[src/sfr_read_regs.vh]
`ifndef SFR_READ_REGS_VH
`define SFR_READ_REGS_VH

// read opcodes, two variants each (low: inactive-polarity, high: spi mode)
`define SFR_OP_CONT_A 8'h68
`define SFR_OP_CONT_B 8'hE8
`define SFR_OP_PAGE_A 8'h52
`define SFR_OP_PAGE_B 8'hD2
`define SFR_OP_BUF1_A 8'h54
`define SFR_OP_BUF1_B 8'hD4
`define SFR_OP_BUF2_A 8'h56
`define SFR_OP_BUF2_B 8'hD6
`define SFR_OP_STAT_A 8'h57
`define SFR_OP_STAT_B 8'hD7

// bit of the opcode that selects the clock category
`define SFR_OP_CAT_BIT 7

// decoded command kinds
`define SFR_K_NONE 3'h0
`define SFR_K_CONT 3'h1
`define SFR_K_PAGE 3'h2
`define SFR_K_BUF1 3'h3
`define SFR_K_BUF2 3'h4
`define SFR_K_STAT 3'h5

// read source select
`define SFR_SRC_ARRAY 2'h0
`define SFR_SRC_BUF1 2'h1
`define SFR_SRC_BUF2 2'h2
`define SFR_SRC_STAT 2'h3

// bit counts of the input phase (count of sck rising edges, minus one)
`define SFR_LAST_OP_BIT 7'h07
`define SFR_LAST_ADDR_BIT 7'h1F
`define SFR_LAST_HDR_ARRAY 7'h3F
`define SFR_LAST_HDR_BUF 7'h27

// field positions in the 24-bit address word
`define SFR_PAGE_MSB 20
`define SFR_PAGE_LSB 9
`define SFR_BYTE_MSB 8
`define SFR_BYTE_LSB 0

// reserved status bits below the density code (bit 2 belongs to the code)
`define SFR_STAT_RSVD 2'h0

`endif
[src/sfr_read_path.v]
// How it works
// - select low starts a command; 8-bit opcode then address decoded.
// - all opcode, address and data bits travel most significant bit first.
// - page_addr is 12 bits, page_byte_addr and buffer_byte_addr 9 bits.
// - opcodes 68h/E8h, 24 address bits, 32 dummy bits, then array data.
// - address: 3 reserved bits, 12-bit page_addr, 9-bit page_byte_addr.
// - continuous read steps every byte and crosses pages with no gap.
// - after the last array byte continuous read wraps to page zero.
// - chip select rising ends any read and floats serial out.
// - array reads never touch either buffer.
// - opcodes 52h/D2h, 24 address bits, 32 dummy bits, then page data.
// - page read wraps to the start of the same page.
// - 54h/D4h read buffer one, 56h/D6h read buffer two.
// - buffer read wraps from the last byte to byte zero.
// - 57h/D7h shift the status byte, bit 7 first, right after opcode.
// - upper six status bits carry information, lower two reserved.
// - status byte repeats while clocked, each time with fresh status.
// - the opcode variant selects the clock category of the read.
// - status bit 7 is one when ready, zero when busy.
// - status bit 6 is the latest compare result, one on mismatch.
// - status bits 5 to 2 hold a fixed density code.
`timescale 1ns/1ps
`default_nettype none
`include "sfr_read_regs.vh"

module sfr_read_path #(
  parameter PAGE_BYTES = 264,
  parameter PAGE_AW = 12,
  parameter BYTE_AW = 9,
  // arbitrary value, no meaning beyond this model
  parameter [3:0] DENSITY_CODE = 4'h5
) (
  input wire i_clk,
  input wire i_rstn,
  input wire i_cs_n,
  input wire i_sck,
  input wire i_si,
  output reg o_so,
  output reg o_so_oe,
  output reg [1:0] o_rd_src,
  output reg [PAGE_AW-1:0] o_rd_page,
  output reg [BYTE_AW-1:0] o_rd_byte,
  input wire [7:0] i_rd_data,
  input wire i_ready,
  input wire i_cmp_diff,
  output reg o_spi_mode,
  output reg o_cmd_active
);

  localparam integer LAST_BYTE_I = PAGE_BYTES - 1;
  localparam [BYTE_AW-1:0] LAST_BYTE = LAST_BYTE_I[BYTE_AW-1:0];

  localparam [4:0] ST_IDLE = 5'b00001;
  localparam [4:0] ST_OPC = 5'b00010;
  localparam [4:0] ST_HDR = 5'b00100;
  localparam [4:0] ST_DATA = 5'b01000;
  localparam [4:0] ST_IGN = 5'b10000;

  //////////////////////////////////////////////////////////////////////////////
  // opcode decode

  function [2:0] sfr_decode;
    input [7:0] op;
    begin
      if (op == `SFR_OP_CONT_A || op == `SFR_OP_CONT_B) begin
        sfr_decode = `SFR_K_CONT;
      end else if (op == `SFR_OP_PAGE_A || op == `SFR_OP_PAGE_B) begin
        sfr_decode = `SFR_K_PAGE;
      end else if (op == `SFR_OP_BUF1_A || op == `SFR_OP_BUF1_B) begin
        sfr_decode = `SFR_K_BUF1;
      end else if (op == `SFR_OP_BUF2_A || op == `SFR_OP_BUF2_B) begin
        sfr_decode = `SFR_K_BUF2;
      end else if (op == `SFR_OP_STAT_A || op == `SFR_OP_STAT_B) begin
        sfr_decode = `SFR_K_STAT;
      end else begin
        sfr_decode = `SFR_K_NONE;
      end
    end
  endfunction

  // read source behind each command kind
  function [1:0] sfr_src;
    input [2:0] kind;
    begin
      if (kind == `SFR_K_BUF1) begin
        sfr_src = `SFR_SRC_BUF1;
      end else if (kind == `SFR_K_BUF2) begin
        sfr_src = `SFR_SRC_BUF2;
      end else if (kind == `SFR_K_STAT) begin
        sfr_src = `SFR_SRC_STAT;
      end else begin
        // array reads bypass both buffers
        sfr_src = `SFR_SRC_ARRAY;
      end
    end
  endfunction

  // last header bit before data, counted from the first opcode bit
  function [6:0] sfr_hdr_last;
    input [2:0] kind;
    begin
      if (kind == `SFR_K_BUF1 || kind == `SFR_K_BUF2) begin
        sfr_hdr_last = `SFR_LAST_HDR_BUF;
      end else begin
        sfr_hdr_last = `SFR_LAST_HDR_ARRAY;
      end
    end
  endfunction

  //////////////////////////////////////////////////////////////////////////////
  // pin synchronisers; third stage only feeds edge detection

  reg cs_s1_q;
  reg cs_s2_q;
  reg sck_s1_q;
  reg sck_s2_q;
  reg sck_s3_q;
  reg si_s1_q;
  reg si_s2_q;

  always @(posedge i_clk or negedge i_rstn) begin
    if (!i_rstn) begin
      cs_s1_q <= 1'b1;
      cs_s2_q <= 1'b1;
      sck_s1_q <= 1'b0;
      sck_s2_q <= 1'b0;
      sck_s3_q <= 1'b0;
      si_s1_q <= 1'b0;
      si_s2_q <= 1'b0;
    end else begin
      cs_s1_q <= i_cs_n;
      cs_s2_q <= cs_s1_q;
      sck_s1_q <= i_sck;
      sck_s2_q <= sck_s1_q;
      sck_s3_q <= sck_s2_q;
      si_s1_q <= i_si;
      si_s2_q <= si_s1_q;
    end
  end

  wire sck_rise = sck_s2_q & ~sck_s3_q;
  wire sck_fall = ~sck_s2_q & sck_s3_q;

  //////////////////////////////////////////////////////////////////////////////
  // command state

  reg [4:0] state_q;
  reg [6:0] cnt_q;
  reg [23:0] hdr_q;
  reg [2:0] kind_q;
  reg [6:0] hdr_last_q;
  reg [2:0] bitn_q;
  reg [7:0] sh_q;

  wire [7:0] op_now = {hdr_q[6:0], si_s2_q};
  wire [2:0] kind_now = sfr_decode(op_now);
  wire [23:0] addr_now = {hdr_q[22:0], si_s2_q};

  // the status byte is built at each load so every repeat is current
  wire [7:0] stat_byte = {i_ready, i_cmp_diff, DENSITY_CODE,
                          `SFR_STAT_RSVD};

  wire [7:0] load_byte = (kind_q == `SFR_K_STAT) ? stat_byte : i_rd_data;

  //////////////////////////////////////////////////////////////////////////////
  // next values of the command state

  reg [4:0] state_d;
  reg [6:0] cnt_d;
  reg [23:0] hdr_d;
  reg [2:0] kind_d;
  reg [6:0] hdr_last_d;
  reg [2:0] bitn_d;
  reg [7:0] sh_d;
  reg so_d;
  reg so_oe_d;
  reg [1:0] rd_src_d;
  reg [PAGE_AW-1:0] rd_page_d;
  reg [BYTE_AW-1:0] rd_byte_d;
  reg spi_mode_d;
  reg cmd_active_d;

  //////////////////////////////////////////////////////////////////////////////
  // next-state logic

  always @* begin
    state_d = state_q;
    cnt_d = cnt_q;
    hdr_d = hdr_q;
    kind_d = kind_q;
    hdr_last_d = hdr_last_q;
    bitn_d = bitn_q;
    sh_d = sh_q;
    so_d = o_so;
    so_oe_d = o_so_oe;
    rd_src_d = o_rd_src;
    rd_page_d = o_rd_page;
    rd_byte_d = o_rd_byte;
    spi_mode_d = o_spi_mode;
    cmd_active_d = 1'b1;
    if (cs_s2_q) begin
      // deselect ends whatever was running and floats the output
      state_d = ST_IDLE;
      so_oe_d = 1'b0;
      so_d = 1'b0;
      cmd_active_d = 1'b0;
      cnt_d = 7'h00;
      bitn_d = 3'h0;
    end else begin
      case (state_q)
        ST_IDLE: begin
          // chip select is low: a fresh command begins
          state_d = ST_OPC;
          cnt_d = 7'h00;
          bitn_d = 3'h0;
          so_oe_d = 1'b0;
          if (sck_rise) begin
            // first bit may already arrive with the select edge
            hdr_d = {hdr_q[22:0], si_s2_q};
            cnt_d = 7'h01;
          end
        end
        ST_OPC: begin
          so_oe_d = 1'b0;
          if (sck_rise) begin
            hdr_d = {hdr_q[22:0], si_s2_q};
            cnt_d = cnt_q + 7'h01;
            if (cnt_q == `SFR_LAST_OP_BIT) begin
              kind_d = kind_now;
              spi_mode_d = op_now[`SFR_OP_CAT_BIT];
              rd_src_d = sfr_src(kind_now);
              hdr_last_d = sfr_hdr_last(kind_now);
              if (kind_now == `SFR_K_STAT) begin
                state_d = ST_DATA;
              end else if (kind_now == `SFR_K_NONE) begin
                state_d = ST_IGN;
              end else begin
                state_d = ST_HDR;
              end
            end
          end
        end
        ST_HDR: begin
          so_oe_d = 1'b0;
          if (sck_rise) begin
            hdr_d = {hdr_q[22:0], si_s2_q};
            cnt_d = cnt_q + 7'h01;
            if (cnt_q == `SFR_LAST_ADDR_BIT) begin
              // buffer_byte_addr lands in the same low nine bits
              rd_page_d = addr_now[`SFR_PAGE_MSB:`SFR_PAGE_LSB];
              rd_byte_d = addr_now[`SFR_BYTE_MSB:`SFR_BYTE_LSB];
            end
            // dummy bits only shift into hdr_q and advance the count
            if (cnt_q == hdr_last_q) begin
              state_d = ST_DATA;
            end
          end
        end
        ST_DATA: begin
          // output changes on the falling edge, host samples on the rise
          if (sck_fall) begin
            so_oe_d = 1'b1;
            bitn_d = bitn_q + 3'h1;
            if (bitn_q == 3'h0) begin
              so_d = load_byte[7];
              sh_d = {load_byte[6:0], 1'b0};
              if (kind_q != `SFR_K_STAT) begin
                if (o_rd_byte == LAST_BYTE) begin
                  rd_byte_d = {BYTE_AW{1'b0}};
                  if (kind_q == `SFR_K_CONT) begin
                    // page counter rolls over at the array end
                    rd_page_d = o_rd_page + 1'b1;
                  end
                end else begin
                  rd_byte_d = o_rd_byte + 1'b1;
                end
              end
            end else begin
              so_d = sh_q[7];
              sh_d = {sh_q[6:0], 1'b0};
            end
          end
        end
        ST_IGN: begin
          // unsupported opcode: stay quiet until deselected
          so_oe_d = 1'b0;
        end
        default: begin
          state_d = ST_IDLE;
          so_oe_d = 1'b0;
        end
      endcase
    end
  end

  //////////////////////////////////////////////////////////////////////////////
  // register update

  always @(posedge i_clk or negedge i_rstn) begin
    if (!i_rstn) begin
      state_q <= ST_IDLE;
      cnt_q <= 7'h00;
      hdr_q <= 24'h00_0000;
      kind_q <= `SFR_K_NONE;
      hdr_last_q <= `SFR_LAST_HDR_ARRAY;
      bitn_q <= 3'h0;
      sh_q <= 8'h00;
    end else begin
      state_q <= state_d;
      cnt_q <= cnt_d;
      hdr_q <= hdr_d;
      kind_q <= kind_d;
      hdr_last_q <= hdr_last_d;
      bitn_q <= bitn_d;
      sh_q <= sh_d;
    end
  end

  // every output port comes straight from one of these flops
  always @(posedge i_clk or negedge i_rstn) begin
    if (!i_rstn) begin
      o_so <= 1'b0;
      o_so_oe <= 1'b0;
      o_rd_src <= `SFR_SRC_ARRAY;
      o_rd_page <= {PAGE_AW{1'b0}};
      o_rd_byte <= {BYTE_AW{1'b0}};
      o_spi_mode <= 1'b0;
      o_cmd_active <= 1'b0;
    end else begin
      o_so <= so_d;
      o_so_oe <= so_oe_d;
      o_rd_src <= rd_src_d;
      o_rd_page <= rd_page_d;
      o_rd_byte <= rd_byte_d;
      o_spi_mode <= spi_mode_d;
      o_cmd_active <= cmd_active_d;
    end
  end

endmodule

`default_nettype wire

[config.mk]
export PLATFORM = sky130hd
export DESIGN_NAME = sfr_read_path
export DESIGN_NICKNAME = d
export VERILOG_FILES = /design/src/sfr_read_path.v
export VERILOG_INCLUDE_DIRS = /design/src
export SDC_FILE = /design/constraint.sdc
export NUM_CORES = 1
export LEC_CHECK = 0
export BUFFER_PORTS_ARGS = -buffer_cell sky130_fd_sc_hd__buf_4
export CAP_MARGIN = 30
export CORE_ASPECT_RATIO = 0.75
export CORE_MARGIN = 5
export CORE_UTILIZATION = 54
export DETAILED_ROUTE_END_ITERATION = 12
export GPL_TIMING_DRIVEN = 0
export PLACE_DENSITY = 0.85
export SLEW_MARGIN = 20
export SYNTH_ARGS = -nofsm -noshare
export SYNTH_HDL_FRONTEND = slang
export SYNTH_SLANG_ARGS = --single-unit
export TNS_END_PERCENT = 50
[constraint.sdc]
create_clock -name i_clk -period 2.7 [get_ports i_clk]
set_input_delay 0.135 -clock i_clk [delete_from_list [all_inputs] [get_ports i_clk]]
set_output_delay 0.135 -clock i_clk [all_outputs]
set_load 0.05 [all_outputs]
==> results.sh <==
export IMPL_status="finished clean"
export IMPL_drt_pass1_iterations=6
export IMPL_wl_per_cell_um=16.2
export IMPL_cts_tree="yes"
export IMPL_internal_power_mw=2.06
export IMPL_grt_max_degree=55
export IMPL_root_buffer="clkbuf_8"
export IMPL_cp_top_family="simple AND/OR/NAND/NOR gates"
export IMPL_n_antenna_cell=0
export IMPL_cp_max_fo=10
export IMPL_final_antenna_net_count=0
export IMPL_slew_headroom_pct=41.2
export IMPL_drv_slew=0
export IMPL_clkLatencyLatePin_ns=0.36
export IMPL_ys_seq_area_share_pct=48.5
export IMPL_cp_end_kind="register"
export IMPL_routed_wirelength_mm=9.80
export IMPL_crit_chain="or4_1, or4_4, a22oi_4, buf_4, a31oi_1"
export IMPL_grt_pass1_vias=3518
export IMPL_power_share_clock_pct=39.4
export IMPL_synth_edf_count=0
export IMPL_start_kind="register"
export IMPL_power_per_cell_area_nw_per_um2=570
export IMPL_min_period_ns=2.40
export IMPL_layout_commonest_cell="dfrtp_1"
export IMPL_finClkSkew_ns=0.0101
export IMPL_cts_buffers=9
export IMPL_num_fill_cells=599
export IMPL_io_pins=42
export IMPL_gp_congestion=0.838
export IMPL_most_common_layout_cells="dfrtp_1, nand2_1, buf_4, nor2_1, o21ai_0"
export IMPL_cp_num_buf_inv=1
export IMPL_hold_buffers=4
export IMPL_clock_sinks=80
export IMPL_max_freq_mhz=417
export IMPL_hold_violations=0
export IMPL_setup_viol=0
export IMPL_finalSetupTns_ns=0
export IMPL_h_tree_depth=3
export IMPL_p_sw_share_pct=26.1
export IMPL_antenna_found_initial=0
export IMPL_hold_depth=3
export IMPL_setup_worst_path_class="register to register"
export IMPL_port_buffers=41
export IMPL_die_area_sq_um=9540
export IMPL_grt_ovfl_total=0
export IMPL_die_h_um=85.8
export IMPL_hold_path_class="input port to register"
export IMPL_cp_arrival_ns=2.64
export IMPL_cts_resized=0
export IMPL_ys_async_sr_fraction_pct=100
export IMPL_synth_cell_types=60
export IMPL_ys_ff_latch=80
export IMPL_track_usage_pct=21.7
export IMPL_required_ns=2.94
export IMPL_p_leak_nw=2.20
export IMPL_viasPerCell=5.96
export IMPL_fp_dieW_um=111
export IMPL_drc_errors=0
export IMPL_finalPower_mw=2.79
export IMPL_syn_num_nets=463
export IMPL_tightestPinTransition_ns=0.880
export IMPL_finalCritPeriodShare_pct=88.9
export IMPL_ir_drop_uv=360
export IMPL_slowest_stage="or4_1"
export IMPL_p_seq_share_pct=47.1
export IMPL_final_nets=520
export IMPL_syn_inst=443
export IMPL_drive_above_1_share_pct=20.6
export IMPL_vias=3611
export IMPL_clock_path_buffers=2
export IMPL_synthToLayoutAreaGrowth_pct=18.2
export IMPL_reg2reg_depth=5
export IMPL_ys_warn_count=0
export IMPL_switchingPower_mw=0.728
export IMPL_synth_area_sq_um=4140
export IMPL_rows=27
export IMPL_rsz0062_at_grt="no"
export IMPL_syn_area_per_cell_sq_um=9.35
export IMPL_start_util_pct=56.0
export IMPL_drv_cap=0
export IMPL_clk_pin_slew_ns=0.08
export IMPL_synth_ff_type="dfrtp_1"
export IMPL_final_core_utilization_pct=66.2
export IMPL_critical_path_depth=5
export IMPL_core_sq_um=7400
export IMPL_dpl_hpwl_mm=7.02
export IMPL_postCtsSetupRepairBufs=0
export IMPL_cpPeakStageDelay_ns=0.60
export IMPL_drtIter0Drc=361
export IMPL_power_frac_comb_pct=13.5
export IMPL_grt_first_pass_wirelength_mm=17.0
[synthesized netlist by cell type, drive strengths merged, types with 3 or more instances]
cell type  number  area, sq um
ha              5         62.6
and3            9         56.3
nor3b           5         37.5
mux2           20          225
dfstp           4          105
nor2b          11         68.8
nor3            8         40.0
xnor2           3         26.3
nand2          56          210
buf             9         52.6
clkbuf         15         56.3
nor4            4         25.0
mux2i           4         40.0
a31oi           6         37.5
nand2b          3         18.8
nor2           38          143
dfrtp          76         1900
nand3          24          120
inv             6         22.5
nand4b          3         26.3
a21oi          44          246
o21ai          38          190
nand4           7         43.8
or4             5         41.3
[layer usage]
| layer | wire, um | GRT usage (%) |
|---|---|---|
| met1 | 4630 | 30.4 |
| met4 | 151 | 7.29 |
| met2 | 4410 | 33.5 |
| met5 | 0 | 0 |
| met3 | 615 | 5.36 |
[tightest hold or removal path, stage by stage]
cell and delay (ns):
buf_4 0.11, nand3_1 0.06, o21ai_0 0.07
[power groups by stage]
stage	Sequential [mW]	Clock, mW	Combinational (mW)
2_1_floorplan	1.32	0	0.263
3_5_place_dp	1.33	0	0.368
5_1_grt	1.32	1.18	0.420
4_1_cts	1.31	1.12	0.376
6_report	1.31	1.10	0.377
3_3_place_gp	1.33	0	0.352
[kinds of logic after synthesis]
group	Yosys count	share of synthesized area, %
xor gates and xnor gates	5	1.06
muxes	24	6.40
adders and majority gates	6	1.75
and+or+nand+nor	185	22.4
DFF	80	48.5
AOI/OAI and AO/OA	113	16.8
buffers and inverters	30	3.17
[worst paths after layout]
check                                  start            end  slack (ns)
worst min-delay path            i_rd_data[0]        sh_q[1]        0.05
worst min register to register       si_s1_q        si_s2_q        0.36
min in group asynchronous             i_rstn       cnt_q[5]        0.23
worst max register to register  o_rd_byte[5]   o_rd_page[1]        0.30
worst max-delay path            o_rd_byte[5]   o_rd_page[1]        0.30
max in group asynchronous             i_rstn  hdr_last_q[3]        1.87
[final cells by class]
class | count | area (sq um) | share of cell area [%]
Sequential cell | 80 | 2010 | 41.0
Clock buffer | 10 | 138 | 2.81
Inverter | 6 | 22.5 | 0.460
Multi-Input combinational cell | 333 | 2000 | 40.9
Timing Repair Buffer | 46 | 375 | 7.66
Clock inverter | 6 | 116 | 2.38
Tap cell | 101 | 126 | 2.58
Buffer | 24 | 109 | 2.22
[through the flow]
| step | setup WS (ns) | hold slack [ns] | instance area (sq um) | cells |
|---|---|---|---|---|
| 2_1_floorplan | 0.339 | -0.161 | 4140 | 443 |
| 5_1_grt | 0.107 | 0.0775 | 4900 | 606 |
| 3_3_place_gp | 0.378 | 0.245 | 4580 | 585 |
| 6_report | 0.300 | 0.0501 | 4900 | 606 |
| 4_1_cts | 0.313 | 0.0402 | 4900 | 606 |
| 3_5_place_dp | 0.321 | 0.0806 | 4600 | 586 |
[registers in the layout, summed over array words and instances (netlist names)]
register / cells
cs_s1_q: 1
o_spi_mode: 1
state_q: 5
sh_q: 7
cs_s2_q: 1
si_s1_q: 1
sck_s1_q: 1
cnt_q: 7
o_rd_page: 12
bitn_q: 3
sck_s3_q: 1
o_rd_byte: 9
o_so: 1
kind_q: 3
sck_s2_q: 1
o_rd_src: 2
hdr_q: 20
hdr_last_q: 1
o_so_oe: 1
si_s2_q: 1
o_cmd_active: 1
No activity file was read; power rests on OpenSTA's default activity.
